<file path="src/pisc_pkg.sv">
package pisc_pkg;

    // ************************************************************
    // register addresses
    // ************************************************************
    localparam logic [5:0] ADDR_STATUS = 6'h13;
    localparam logic [5:0] ADDR_LATCH = 6'h14;
    localparam logic [5:0] ADDR_LINE_VIEW = 6'h15;
    localparam logic [5:0] ADDR_SPARE = 6'h16;
    localparam logic [5:0] ADDR_ACC_CTRL = 6'h19;
    localparam logic [5:0] ADDR_ACC_IRQ_EN = 6'h1D;
    localparam logic [5:0] ALIAS_SET = 6'h01;
    localparam logic [5:0] ALIAS_CLR = 6'h02;

    // ************************************************************
    // source bit positions in status and latch
    // ************************************************************
    localparam int SRC_HOST_DETACH = 0;
    localparam int SRC_BUS_POWER_OK = 1;
    localparam int SRC_SESSION_OK = 2;
    localparam int SRC_SESSION_OVER = 3;
    localparam int SRC_ID_GROUNDED = 4;
    localparam int SRC_COUNT = 5;

    // ************************************************************
    // accessory control fields
    // ************************************************************
    localparam int ACC_POWER_BIT = 0;
    localparam int ACC_ID_PULL_LOW = 1;
    localparam int ACC_UART_TX_ROUTE = 2;
    localparam int ACC_UART_RX_ROUTE = 3;
    localparam int ACC_LEFT_AUDIO = 4;
    localparam int ACC_RIGHT_AUDIO = 5;
    localparam int ACC_MIC_ROUTE = 6;
    localparam int ACC_DATA2_FLOAT = 7;

    // ************************************************************
    // accessory interrupt enable fields
    // ************************************************************
    localparam int IEN_ID_OPEN_RISE = 0;
    localparam int IEN_ID_OPEN_FALL = 1;
    localparam int IEN_LINE_VOLTAGE = 2;
    localparam int IEN_ID_CONV = 5;

    // ************************************************************
    // writable masks and reset values
    // ************************************************************
    localparam logic [7:0] SPARE_MASK = 8'hFF;
    localparam logic [7:0] ACC_CTRL_MASK = 8'hFE;
    localparam logic [7:0] ACC_IRQ_EN_MASK = 8'h27;
    localparam logic [7:0] SPARE_RESET = 8'h00;
    localparam logic [7:0] ACC_CTRL_RESET = 8'h00;
    localparam logic [7:0] ACC_IRQ_EN_RESET = 8'h00;
    localparam logic [7:0] READ_IDLE = 8'h00;

    // ************************************************************
    // edge detector slice of the sampled inputs
    // ************************************************************
    localparam int EDGE_WIDTH = 8;
    localparam int EDGE_ID_OPEN = 5;
    localparam int EDGE_LINE_VOLTAGE = 6;
    localparam int EDGE_ID_CONV = 7;

endpackage

</file>
<file path="src/pisc_edge_detect.sv">
`timescale 1ns/1ps

module pisc_edge_detect #(
    parameter int WIDTH = 8
) (
    // clock and reset
    input wire logic clk,
    input wire logic sys_rst,
    // sampled levels
    input wire logic [WIDTH-1:0] level,
    // one-cycle edge flags
    output logic [WIDTH-1:0] rise,
    output logic [WIDTH-1:0] fall
);

    // ************************************************************
    // previous sample, primed after first cycle
    // ************************************************************
    logic [WIDTH-1:0] prev_q;
    logic [WIDTH-1:0] prev_d;
    logic primed_q;
    logic primed_d;

    always_comb
    begin
        prev_d = level;
        primed_d = 1'b1;
    end

    always_ff @(posedge clk)
    begin
        if (sys_rst)
        begin
            prev_q <= '0;
            primed_q <= 1'b0;
        end
        else
        begin
            prev_q <= prev_d;
            primed_q <= primed_d;
        end
    end

    // no edges reported before the first real sample
    always_comb
    begin
        rise = primed_q ? (level & ~prev_q) : '0;
        fall = primed_q ? (~level & prev_q) : '0;
    end

endmodule

</file>
<file path="src/pisc_regs.sv">
`timescale 1ns/1ps
// Behaviour
// - status byte shows live detach (host mode only), power, session, over, id-ground; upper bits zero
// - bus-power-ok status reads zero when both its edge enables set
// - session-ok status always shows the live comparator
// - session-over status reads zero when both its edge enables set
// - status is not stored; each read, the first after reset too, samples the inputs
// - latch bit sets on unmasked source event; detach only in host mode
// - reading the latch returns it and clears all bits except those set by an event in the same cycle
// - line view returns line state on low two bits, rest zero
// - spare byte resets to zero, read/write/set/clear, drives nothing
// - writable registers decode base write, base+1 set, base+2 clear; all read back
// - data bit 1 held high while uart receive route clear
// - control bits route tx to dm, rx from dp, pull id low; bit0 zero
// - bit4 connects dm to left speaker; bit5 or bit6 connects dp to right
// - bit7 floats data bit 2 in accessory mode, else drives zero
// - in uart mode speaker pins follow the audio route bits only and never carry uart data
// - single-ended receivers off while any audio route is set
// - id open rise and fall enables raise alt_int on id float changes
// - line voltage enable raises alt_int on detect comparator change
// - id conversion enable, ored with vendor copy, raises alt_int on done
// - irq enable bits 3,4,6,7 read zero and ignore writes
// - event unmasked only when the matching edge enable is set

module pisc_regs (
    // clock and reset
    input wire logic clk,
    input wire logic sys_rst,
    // register transaction port
    input wire logic regWrEn,
    input wire logic regRdEn,
    input wire logic [5:0] regAddr,
    input wire logic [7:0] regWrData,
    output logic [7:0] regRdData,
    output logic regRdValid,
    // interrupt sources and edge enables
    input wire logic hostMode,
    input wire logic hostDetach,
    input wire logic busPowerOk,
    input wire logic session_ok,
    input wire logic session_over,
    input wire logic id_grounded,
    input wire logic [4:0] riseEnable,
    input wire logic [4:0] fallEnable,
    input wire logic [1:0] lineState,
    // accessory sources
    input wire logic accessory_mode_bit,
    input wire logic idFloating,
    input wire logic line_voltage_detect,
    input wire logic id_conv_finished,
    input wire logic vendorIdConvIrqEn,
    // uart data
    input wire logic uartTxData,
    input wire logic dpRxData,
    // switch controls
    output logic id_pull_low,
    output logic dmTxEnable,
    output logic dmTxData,
    output logic left_speaker_pin,
    output logic right_speaker_pin,
    output logic seReceiverDisable,
    // ulpi data pins 1 and 2
    output logic data1Out,
    output logic data1Oe,
    output logic data2Out,
    output logic data2Oe,
    // interrupt to rxcmd
    output logic altIntPulse
);

    // ************************************************************
    // state
    // ************************************************************
    logic [7:0] spare_q;
    logic [7:0] spare_d;
    logic [7:0] accCtrl_q;
    logic [7:0] accCtrl_d;
    logic [7:0] irqEn_q;
    logic [7:0] irqEn_d;
    logic [4:0] latch_q;
    logic [4:0] latch_d;
    logic [7:0] rdData_q;
    logic [7:0] rdData_d;
    logic rdValid_q;
    logic rdValid_d;
    logic [9:0] pins_q;
    logic [9:0] pins_d;
    logic altInt_q;
    logic altInt_d;

    // ************************************************************
    // edge detection
    // ************************************************************
    logic [pisc_pkg::EDGE_WIDTH-1:0] levels;
    logic [pisc_pkg::EDGE_WIDTH-1:0] rises;
    logic [pisc_pkg::EDGE_WIDTH-1:0] falls;
    logic [4:0] srcLevel;
    logic [4:0] srcEvent;
    logic [7:0] liveStatus;

    assign srcLevel = {id_grounded, session_over, session_ok, busPowerOk, hostDetach};
    assign levels = {id_conv_finished, line_voltage_detect, idFloating, srcLevel};

    pisc_edge_detect #(
        .WIDTH(pisc_pkg::EDGE_WIDTH)
    ) uEdge (
        .clk(clk),
        .sys_rst(sys_rst),
        .level(levels),
        .rise(rises),
        .fall(falls)
    );

    // ************************************************************
    // live status and events
    // ************************************************************
    always_comb
    begin
        liveStatus = 8'h00;
        liveStatus[pisc_pkg::SRC_HOST_DETACH] = hostDetach & hostMode;
        liveStatus[pisc_pkg::SRC_BUS_POWER_OK] = busPowerOk
            & ~(riseEnable[pisc_pkg::SRC_BUS_POWER_OK]
            & fallEnable[pisc_pkg::SRC_BUS_POWER_OK]);
        liveStatus[pisc_pkg::SRC_SESSION_OK] = session_ok;
        liveStatus[pisc_pkg::SRC_SESSION_OVER] = session_over
            & ~(riseEnable[pisc_pkg::SRC_SESSION_OVER]
            & fallEnable[pisc_pkg::SRC_SESSION_OVER]);
        liveStatus[pisc_pkg::SRC_ID_GROUNDED] = id_grounded;
        srcEvent = (rises[4:0] & riseEnable) | (falls[4:0] & fallEnable);
        srcEvent[pisc_pkg::SRC_HOST_DETACH] = srcEvent[pisc_pkg::SRC_HOST_DETACH]
            & hostMode;
    end

    // ************************************************************
    // decode
    // ************************************************************
    logic [5:0] addrOff;
    logic hitSpare;
    logic hitCtrl;
    logic hitIen;
    logic [1:0] wrKind;

    always_comb
    begin
        hitSpare = 1'b0;
        hitCtrl = 1'b0;
        hitIen = 1'b0;
        addrOff = 6'h00;
        if (regAddr >= pisc_pkg::ADDR_SPARE
            && regAddr <= pisc_pkg::ADDR_SPARE + pisc_pkg::ALIAS_CLR)
        begin
            hitSpare = 1'b1;
            addrOff = regAddr - pisc_pkg::ADDR_SPARE;
        end
        else if (regAddr >= pisc_pkg::ADDR_ACC_CTRL
            && regAddr <= pisc_pkg::ADDR_ACC_CTRL + pisc_pkg::ALIAS_CLR)
        begin
            hitCtrl = 1'b1;
            addrOff = regAddr - pisc_pkg::ADDR_ACC_CTRL;
        end
        else if (regAddr >= pisc_pkg::ADDR_ACC_IRQ_EN
            && regAddr <= pisc_pkg::ADDR_ACC_IRQ_EN + pisc_pkg::ALIAS_CLR)
        begin
            hitIen = 1'b1;
            addrOff = regAddr - pisc_pkg::ADDR_ACC_IRQ_EN;
        end
        wrKind = addrOff[1:0];
    end

    // plain, set or clear update of one writable byte
    function automatic logic [7:0] applyWrite(
        input logic [7:0] cur,
        input logic [7:0] wd,
        input logic [1:0] kind,
        input logic [7:0] mask
    );
        logic [7:0] nxt;
        nxt = wd;
        if (kind == pisc_pkg::ALIAS_SET[1:0])
        begin
            nxt = cur | wd;
        end
        else if (kind == pisc_pkg::ALIAS_CLR[1:0])
        begin
            nxt = cur & ~wd;
        end
        return (nxt & mask) | (cur & ~mask);
    endfunction

    // ************************************************************
    // register file next state
    // ************************************************************
    always_comb
    begin
        spare_d = spare_q;
        accCtrl_d = accCtrl_q;
        irqEn_d = irqEn_q;
        if (regWrEn && hitSpare)
            spare_d = applyWrite(spare_q, regWrData, wrKind, pisc_pkg::SPARE_MASK);
        if (regWrEn && hitCtrl)
            accCtrl_d = applyWrite(accCtrl_q, regWrData, wrKind, pisc_pkg::ACC_CTRL_MASK);
        if (regWrEn && hitIen)
            irqEn_d = applyWrite(irqEn_q, regWrData, wrKind,
                pisc_pkg::ACC_IRQ_EN_MASK);
        latch_d = latch_q;
        if (regRdEn && regAddr == pisc_pkg::ADDR_LATCH)
            latch_d = 5'h00;
        latch_d = latch_d | srcEvent;
    end

    // ************************************************************
    // read data
    // ************************************************************
    always_comb
    begin
        rdValid_d = regRdEn;
        rdData_d = rdData_q;
        if (regRdEn)
        begin
            rdData_d = pisc_pkg::READ_IDLE;
            if (regAddr == pisc_pkg::ADDR_STATUS)
                rdData_d = liveStatus;
            else if (regAddr == pisc_pkg::ADDR_LATCH)
                rdData_d = {3'h0, latch_q};
            else if (regAddr == pisc_pkg::ADDR_LINE_VIEW)
                rdData_d = {6'h00, lineState};
            else if (hitSpare)
                rdData_d = spare_q;
            else if (hitCtrl)
                rdData_d = accCtrl_q;
            else if (hitIen)
                rdData_d = irqEn_q;
        end
    end

    // ************************************************************
    // switch, pin and interrupt outputs
    // ************************************************************
    logic anyAudio;
    logic idConvEn;

    always_comb
    begin
        anyAudio = accCtrl_q[pisc_pkg::ACC_LEFT_AUDIO] | accCtrl_q[pisc_pkg::ACC_RIGHT_AUDIO]
            | accCtrl_q[pisc_pkg::ACC_MIC_ROUTE];
        idConvEn = irqEn_q[pisc_pkg::IEN_ID_CONV] | vendorIdConvIrqEn;
        pins_d[0] = accCtrl_q[pisc_pkg::ACC_ID_PULL_LOW];
        pins_d[1] = accCtrl_q[pisc_pkg::ACC_UART_TX_ROUTE];
        pins_d[2] = uartTxData;
        // speaker switches follow bits 4 to 6 only; uart mode neither opens nor closes them
        pins_d[3] = accCtrl_q[pisc_pkg::ACC_LEFT_AUDIO];
        pins_d[4] = accCtrl_q[pisc_pkg::ACC_RIGHT_AUDIO]
            | accCtrl_q[pisc_pkg::ACC_MIC_ROUTE];
        pins_d[5] = anyAudio;
        pins_d[6] = accCtrl_q[pisc_pkg::ACC_UART_RX_ROUTE] ? dpRxData : 1'b1;
        pins_d[7] = accessory_mode_bit;
        pins_d[8] = 1'b0;
        pins_d[9] = accessory_mode_bit & ~accCtrl_q[pisc_pkg::ACC_DATA2_FLOAT];
        altInt_d = (rises[pisc_pkg::EDGE_ID_OPEN] & irqEn_q[pisc_pkg::IEN_ID_OPEN_RISE])
            | (falls[pisc_pkg::EDGE_ID_OPEN] & irqEn_q[pisc_pkg::IEN_ID_OPEN_FALL])
            | ((rises[pisc_pkg::EDGE_LINE_VOLTAGE] | falls[pisc_pkg::EDGE_LINE_VOLTAGE])
            & irqEn_q[pisc_pkg::IEN_LINE_VOLTAGE])
            | (rises[pisc_pkg::EDGE_ID_CONV] & idConvEn);
    end

    // ************************************************************
    // registers
    // ************************************************************
    always_ff @(posedge clk)
    begin
        if (sys_rst)
        begin
            spare_q <= pisc_pkg::SPARE_RESET;
            accCtrl_q <= pisc_pkg::ACC_CTRL_RESET;
            irqEn_q <= pisc_pkg::ACC_IRQ_EN_RESET;
            latch_q <= 5'h00;
            rdData_q <= pisc_pkg::READ_IDLE;
            rdValid_q <= 1'b0;
            pins_q <= 10'h000;
            altInt_q <= 1'b0;
        end
        else
        begin
            spare_q <= spare_d;
            accCtrl_q <= accCtrl_d;
            irqEn_q <= irqEn_d;
            latch_q <= latch_d;
            rdData_q <= rdData_d;
            rdValid_q <= rdValid_d;
            pins_q <= pins_d;
            altInt_q <= altInt_d;
        end
    end

    assign regRdData = rdData_q;
    assign regRdValid = rdValid_q;
    assign id_pull_low = pins_q[0];
    assign dmTxEnable = pins_q[1];
    assign dmTxData = pins_q[2];
    assign left_speaker_pin = pins_q[3];
    assign right_speaker_pin = pins_q[4];
    assign seReceiverDisable = pins_q[5];
    assign data1Out = pins_q[6];
    assign data1Oe = pins_q[7];
    assign data2Out = pins_q[8];
    assign data2Oe = pins_q[9];
    assign altIntPulse = altInt_q;
endmodule

</file>
<file path="config.mk">
export PLATFORM = sky130hd
export DESIGN_NAME = pisc_regs
export DESIGN_NICKNAME = d
export VERILOG_FILES = /design/src/pisc_pkg.sv /design/src/pisc_edge_detect.sv /design/src/pisc_regs.sv
export SDC_FILE = /design/constraint.sdc
export NUM_CORES = 1
export LEC_CHECK = 0
export BUFFER_PORTS_ARGS = -buffer_cell sky130_fd_sc_hd__clkbuf_2
export CORE_ASPECT_RATIO = 1.25
export CORE_MARGIN = 10
export CORE_UTILIZATION = 48
export CTS_CLUSTER_SIZE = 28
export DETAILED_ROUTE_END_ITERATION = 6
export GPL_TIMING_DRIVEN = 0
export PLACE_DENSITY = 0.74
export SYNTH_ARGS = -nofsm -noshare
export SYNTH_HDL_FRONTEND = slang
export SYNTH_HIERARCHICAL = 1
export SYNTH_SLANG_ARGS = --single-unit
</file>
<file path="constraint.sdc">
create_clock -name clk -period 2.1 [get_ports clk]
set_clock_uncertainty 0.15 [all_clocks]
set_input_delay 0.42 -clock clk [delete_from_list [all_inputs] [get_ports clk]]
set_output_delay 0.42 -clock clk [all_outputs]
set_load 0.01 [all_outputs]
</file>
Yosys cells after proc, flatten, opt, wreduce, memory -nomap -nowiden
Cells that the tools add are included.
{"block": "totals", "register_bits": 58, "in_bits": 43, "output_inout_bits": 20, "elab_cells": 99}
{"block": "classes", "n_addsub": 3, "magnitude_cmp": 6, "eq_ne": 5, "n_mux": 28, "bitwise_logic": 39, "n_reduce_logical": 7}
{"op": "$mux W8", "n": 12}
{"op": "$and A8 B8 Y8", "n": 3}
{"op": "$eq A6 B5 Y1 const B", "n": 3}
{"op": "$ge A6 B5 Y1 const B", "n": 3}
{"op": "$le A6 B5 Y1 const B", "n": 3}
{"op": "$mux W6", "n": 3}
{"op": "$not A8 Y8", "n": 2}
{"op": "$or A8 B8 Y8", "n": 2}
{"op": "$and A1 B1 Y1", "n": 11}
{"op": "$and A5 B5 Y5", "n": 2}
{"op": "$or A5 B5 Y5", "n": 2}
{"op": "$mux W1", "n": 8}
{"op": "$or A1 B1 Y1", "n": 8}
{"op": "$or A6 B8 Y8", "n": 1}
{"op": "$or A8 B1 Y8", "n": 1}
{"op": "$and A7 B7 Y7", "n": 1}
{"op": "$logic_and A1 B1 Y1", "n": 7}
{"op": "$mux W7", "n": 1}
{"op": "$not A7 Y7", "n": 1}
{"op": "$and A6 B6 Y6", "n": 1}
{"op": "$mux W2", "n": 3}
{"op": "$or A6 B6 Y6", "n": 1}
{"op": "$mux W5", "n": 1}
{"op": "$sub A2 B1 Y2 const B", "n": 2}
{"op": "other kinds (4)", "n": 6}

Longest topological paths before layout
Gate-level depths: netlist (run 1).
{"block": "depth", "depth_word": 11, "mapped_depth": 8, "mapped_depth_nobuf": 7}

Hierarchy
Netlist (run 1), hierarchy kept.
{"module": "pisc_regs", "instances": 1, "cells_each": 233, "area_each_um2": 2163.3, "seq_area_each_um2": 860.8}
{"module": "pisc_edge_detect", "instances": 1, "cells_each": 35, "area_each_um2": 392.9, "seq_area_each_um2": 180.2}

Worst setup path after synthesis (run 1)
OpenSTA, ideal clock, no wires.
{"block": "synth_path", "path_type": "in2reg", "from": "input regAddr[0]", "to": "register spare_q[3]", "setup_time_ns": 0.121, "arrival_ns": 1.976, "t_required_ns": 1.829, "slack_ns": -0.147, "stages": 8, "n_path_buf": 1, "cell_sequence": "inv_1 -> ha_1 -> nor2b_2 -> nor2_1 -> a211o_1 -> a41oi_2 -> buf_6 -> o21ai_2"}
{"block": "synth_via", "elab_chain_len": 8, "elab_cells_between_ends": 21, "cone_classes": "3 x add/sub; 6 x order compare; 2 x eq/ne; 6 x mux; 4 x reduce/logical"}
{"element": "start, declared", "line": "pisc_regs.sv:32", "source": "input wire logic [5:0] regAddr,"}
{"element": "$ge A6 B5 Y1 / $le A6 B5 Y1 (equally long branches)", "line": "pisc_regs.sv:161, pisc_regs.sv:162"}
{"element": "$logic_and A1 B1 Y1", "line": "pisc_regs.sv:162", "source": "&& regAddr <= pisc_pkg::ADDR_ACC_IRQ_EN + pisc_pkg::ALIAS_CLR)"}
{"element": "$mux W2", "line": "pisc_regs.sv:161", "source": "else if (regAddr >= pisc_pkg::ADDR_ACC_IRQ_EN"}
{"element": "$mux W2", "line": "pisc_regs.sv:155", "source": "else if (regAddr >= pisc_pkg::ADDR_ACC_CTRL"}
{"element": "$mux W2", "line": "pisc_regs.sv:149", "source": "if (regAddr >= pisc_pkg::ADDR_SPARE"}
{"element": "$eq A2 B2 Y1", "line": "pisc_regs.sv:183", "source": "else if (kind == pisc_pkg::ALIAS_CLR[1:0])"}
{"element": "$mux W8", "line": "pisc_regs.sv:183"}
{"element": "$mux W8", "line": "pisc_regs.sv:179", "source": "if (kind == pisc_pkg::ALIAS_SET[1:0])"}
{"element": "end signal, assigned", "line": "pisc_regs.sv:273", "source": "spare_q <= pisc_pkg::SPARE_RESET;"}
{"element": "end signal, assigned", "line": "pisc_regs.sv:284", "source": "spare_q <= spare_d;"}
{"element": "end, declared", "line": "pisc_regs.sv:74", "source": "logic [7:0] spare_q;"}
Several ways; a longest one is shown, not always the timed one.
A chain may end at the register's enable or synchronous reset.

Worst setup path after layout (run 1)
{"block": "layout_path", "from": "input regAddr[0]", "to": "register irqEn_q[1]"}
{"block": "layout_via", "elab_chain_len": 10, "elab_cells_between_ends": 25, "cone_classes": "3 x add/sub; 6 x order compare; 2 x eq/ne; 9 x mux; 1 x bitwise; 4 x reduce/logical"}
{"element": "$ge A6 B5 Y1 / $le A6 B5 Y1 (equally long branches)", "line": "pisc_regs.sv:161, pisc_regs.sv:162"}
{"element": "$logic_and A1 B1 Y1", "line": "pisc_regs.sv:162"}
{"element": "$mux W2", "line": "pisc_regs.sv:161"}
{"element": "$mux W2", "line": "pisc_regs.sv:155"}
{"element": "$mux W2", "line": "pisc_regs.sv:149"}
{"element": "$eq A2 B2 Y1", "line": "pisc_regs.sv:183"}
{"element": "$mux W6", "line": "pisc_regs.sv:183"}
{"element": "$mux W6", "line": "pisc_regs.sv:179"}
{"element": "$mux W6", "line": "pisc_regs.sv:202", "source": "if (regWrEn && hitIen)"}
{"element": "$or A6 B8 Y8", "line": "pisc_regs.sv:187", "source": "return (nxt & mask) | (cur & ~mask);"}
{"element": "end signal, assigned", "line": "pisc_regs.sv:275", "source": "irqEn_q <= pisc_pkg::ACC_IRQ_EN_RESET;"}
{"element": "end signal, assigned", "line": "pisc_regs.sv:286", "source": "irqEn_q <= irqEn_d;"}
{"element": "end, declared", "line": "pisc_regs.sv:78", "source": "logic [7:0] irqEn_q;"}
Several ways; a longest one is shown, not always the timed one. The select of a mux whose other input is x is not followed.

==> results of run 1 <==
-- repair_timing --
action                                  in CTS  in global routing
setup buffers                                5                  1
endpoints found under the setup margin      33                 26
pin swaps                                    2                  3
gates resized for setup                      8                 15
gates cloned                                 1                  1
endpoints found under the hold margin        0                  0
-- state kept, by name, indices dropped and copies added (netlist names) --
register,cells
regRdValid,1
uEdge/primed_q,1
regRdData,8
uEdge/prev_q,8
pins_q,9
spare_q,8
latch_q,5
accCtrl_q,7
altIntPulse,1
irqEn_q,4
-- how the worst max path moves through the flow --
| stage | startpoint | endpoint | cells past startpoint |
|---|---|---|---|
| after floorplan | regAddr[0] | accCtrl_q[7] | 8 |
| after global placement | regAddr[0] | spare_q[3] | 8 |
| after detailed placement | regAddr[0] | spare_q[6] | 8 |
| after CTS | regAddr[0] | irqEn_q[2] | 9 |
| after global routing | regAddr[0] | irqEn_q[5] | 9 |
| final | regAddr[0] | irqEn_q[1] | 9 |
-- power breakdown --
group	switching, mW	internal, mW	leakage (nW)	total, mW
logic	0.140	0.125	0.847	0.264
clock network	0.348	0.361	0.0558	0.708
registers	0.0144	1.01	0.424	1.03
total	0.502	1.50	1.33	2.00
-- cells in the final DEF, fill, tap and decap left out, types with 6 or more instances in the layout --
cell type and instances:
a21oi_1 6, a222oi_1 6, a22oi_1 13, a32oi_1 12, and3b_1 11, buf_4 6
clkbuf_2 58, dfxtp_1 52, inv_1 6, nand2_1 6, nand2b_1 19, nor2_1 17
nor2b_1 16, o21ai_0 16, o21ai_2 10
-- worst max-delay path, cell delays in order --
cell        delay, ps
buf_6             110
clkinvlp_4        120
ha_4              190
nor2b_4           140
or3_1             320
a211oi_2          300
a41oi_4           110
bufbuf_16         330
o21ai_2           120
-- layer usage --
metal  track usage, %  up-vias
li1                 -     1145
met1             17.7     1144
met2             29.5       79
met3             5.14       13
met4             5.33        0
met5                0        -
-- metrics by stage --
stage / area, um2 / utilization [%]
after floorplan: 2570 / -
after global placement: 2950 / 57.7
after detailed placement: 2950 / 57.7
after CTS: 3180 / 62.1
after global routing: 3280 / 64.0
final: 3280 / 64.0
-- cell type report --
class	count	area [um2]
inverters	8	33.8
well taps	62	77.6
flip-flops and latches	52	1040
fillers	439	1840
plain buffers	13	93.8
multi-input cells	193	1490
clock inverters	2	38.8
clock buffers	6	72.6
repair buffers	68	428
==> out/qor.yml, run 1 <==
status: "finished, final reports clean"
first_pass_iters: 5
whs_path_depth: 2
cts_buffers: 5
die-area_um2: 8640
overflow: 0
initial_core_util_pct: 49.8
fin_cells: 404
port_buffers: 60
clock-sinks: 52
synthesis.nets: 314
htreeDepth: 2
cts.reportedPaths.clkPinSlew_ps: 100
chipWidth_um: 85.1
dpl_worst_slack_ps: -601
drcViolationCount: 0
postRouteAntennaNets: 0
hold_violations: 0
p_per_area_nw_per_um2: 611
fmax_mhz: 485
maxCapViolations: 0
syn_area_um2: 2550
clock_latency_ps: 310
io_pins: 63
critPathRequiredTime_ps: 2200
maxSlewViolCount: 0
routed.top_layer: "met4"
leakage_nw: 1.33
min_period_ps: 2060
max_slew.worst_pin.slew_ps: 751
synthCells: 267
routed_via_density: 5.89
period_share_pct: 98.1
wl_per_cell_um: 17.7
rsz0062_at_grt: "true"
arrival_ps: 2160
drive_above_1_share_pct: 35.1
cts_tree: "done"
cts.path.max_buffers: 2
row_count: 29
worst-setup-path-type: "input port to flip-flop"
reg2reg_depth: 4
critPathMaxFanout: 6
wl_met1_mm: 2.88
grt_use_total_pct: 16.4
antennaDiodeCount: 0
yosysWarnings: 6
end_kind: "flip-flop"
grt_max_degree: 17
hpwl_mm: 5.19
cp-start-kind: "input port"
antenna_found_initial: 0
gp_congestion: 0.841
holdCritStartpoint: "uartTxData"
ir_drop_uv: 572
ff2ff_setup_slack_ps: 720
slew_headroom_pct: 49.8
core_um2: 5120
min_path_type: "input port to flip-flop"
route.met3.wl_um: 494
fin_ws_ps: 39.2
areaGrowthSynthToFinish_pct: 28.6
timing.setup.tns_ps: 0
final_net_count: 388
setup_viol: 0
hold_buffers: 0
grt_pass1_vias: 2421
die_y_um: 101
syn_area_per_cell_um2: 9.54
total_power_mw: 2.00
clockRootBuffer: "clkbuf_8"
reg2reg_to: "latch_q[3]"
grt_first_pass_wirelength_mm: 11.7
hold_end: "pins_q[2]"
r2r_start: "uEdge/primed_q"
hold_slack_ps: 157
drt-initial-drc-count: 193
wl_met2_mm: 3.64
drt-total-wl_mm: 7.15
num_vias: 2381
dp_cells: 389
Power figures use the tool's default switching activity.
==> run 2, diff against run 1 <==
BUFFER_PORTS_ARGS = -buffer_cell sky130_fd_sc_hd__buf_2   (was -buffer_cell sky130_fd_sc_hd__clkbuf_2)
==> run 2 against run 1 <==
  * Clock power decreased by 13%
  * Design area about the same
  * Fmax is 0.72% lower
  * Count of clock-buffer cells in the layout down 1
  * First-iteration DRC count up 5.2%
  * Core utilization hardly changed
  * Final cell count increased by 0.99%
  * Non-clock buffer count up 4
  * Wire length grew 2.6%
  * Critical path type unchanged
  * Sequential power barely moved
  * Sequential cell count stayed put
==> out/qor.yml, run 2 (same netlist as run 1, synthesis figures left out) <==
status: "finished, final reports clean"
row_count: 29
register_area_um2: 1040
fmax_mhz: 482
min_period_ps: 2080
drt-total-wl_mm: 7.33
n_fill_cell: 438
grt_first_pass_wirelength_mm: 11.9
min_path_type: "input port to flip-flop"
multi_input_area_um2: 1490
drcViolationCount: 0
core_um2: 5120
gp_congestion: 0.837
top_register: "pins_q"
critPathRequiredTime_ps: 2200
first_pass_iters: 5
routed_via_density: 5.91
layout_common_cells: "buf_2 (59), dfxtp_1 (52), nand2b_1 (19), nor2_1 (17), nor2b_1 (16)"
pwr-share-clk_pct: 32.1
port_buffers: 60
slew_headroom_pct: 49.0
pwr-share-comb_pct: 14.1
p_int_mw: 1.38
chipWidth_um: 85.1
end_kind: "flip-flop"
p_per_area_nw_per_um2: 584
ir_drop_uv: 424
dpl_worst_slack_ps: -583
fin_ws_ps: 24.3
clockRootBuffer: "clkbuf_8"
p_sw_mw: 0.527
cts.path.max_buffers: 2
ff2ff_setup_slack_ps: 720
total_power_mw: 1.91
drt-initial-drc-count: 203
grt_max_degree: 19
layout_commonest_cell: "buf_2"
drive_above_1_share_pct: 35.8
maxSlewViolCount: 0
antennaDiodeCount: 0
num_vias: 2413
wl_per_cell_um: 18.0
period_share_pct: 98.8
hpwl_mm: 5.25
max_slew.worst_pin.slew_ps: 763
htreeDepth: 2
postRouteAntennaNets: 0
dp_cells: 389
seq_power_share_pct: 53.8
largest_reg_flops: 9
die-area_um2: 8640
clock_latency_ps: 310
areaGrowthSynthToFinish_pct: 28.6
cts_tree: "done"
setup_viol: 0
fin_cells: 408
hold_violations: 0
io_pins: 63
cts.reportedPaths.clkPinSlew_ps: 110
initial_core_util_pct: 49.8
worst-setup-path-type: "input port to flip-flop"
antenna_found_initial: 0
cts_buffers: 5
grt_use_total_pct: 16.5
cp-start-kind: "input port"
overflow: 0
die_y_um: 101
arrival_ps: 2170
critPathMaxFanout: 6
leakage_nw: 1.32
sw_frac_of_total_pct: 27.6
grt_pass1_vias: 2481
clock-sinks: 52
final_net_count: 392
maxCapViolations: 0
fin_util_pct: 64.0
-- run 2: cell count changes in the layout (fill, tap and decap cells not counted), sizes merged --
cell / previous run / this run
buf: 17 / 80
clkbuf: 69 / 10
clkinvlp: 1 / 3
bufbuf: 1 / 0
bufinv: 1 / 0
-- run 2: through the flow --
stage	cell area, um2	hold slack (ps)	setup TNS, ps
4_1_cts	3170	161	-186
6_report	3270	155	0
3_5_place_dp	2950	316	-15220
2_1_floorplan	2570	283	0
5_1_grt	3270	159	-71.9
3_3_place_gp	2950	298	-13760
-- run 2: layout make-up --
type	instances	share of cell area, %
inverters	8	1.03
clock buffers	5	2.10
clock inverters	3	0.802
multi-input cells	193	45.5
flip-flops and latches	52	31.8
plain buffers	13	2.94
repair buffers	72	13.4
well taps	62	2.37
-- run 2: layer usage --
metal	routed length, um	vias up	GRT usage (%)
li1	-	1155	-
met1	2980	1161	18.3
met2	3770	88	29.8
met3	486	9	4.90
met4	98	0	4.57
met5	0	-	0
-- run 2: final timing paths --
kind	startpoint	to	cells after the start
worst min register to register	regRdData[1]	regRdData[1]	2
worst max register to register	uEdge/primed_q	latch_q[1]	4
worst min-delay path	uartTxData	pins_q[2]	2
worst max-delay path	regAddr[0]	spare_q[3]	11
-- run 2: timing repair --
| item | CTS | global route |
|---|---|---|
| pin swaps | 1 | 8 |
| setup buffers | 7 | 4 |
| gates resized for setup | 7 | 19 |
| endpoints found under the hold margin | 0 | 0 |
| cloned | 1 | 0 |
| hold buffers | 0 | 0 |
| endpoints found under the setup margin | 25 | 26 |
-- run 2: power groups by stage --
stage | sequential [mW] | clock (mW) | combinational [mW]
after floorplan | 1.05 | 0 | 0.126
after detailed placement | 1.05 | 0 | 0.229
after global routing | 1.03 | 0.654 | 0.293
after CTS | 1.03 | 0.620 | 0.249
final | 1.03 | 0.613 | 0.270
after global placement | 1.05 | 0 | 0.226
-- run 2: critical path, stage by stage --
cell and delay [ps]:
buf_8 100, clkinvlp_4 110, ha_4 190, nor2b_4 140, or3_4 340, a211oi_4 280, a41oi_4 60, buf_12 160
buf_6 110, buf_8 120, o21ai_2 120
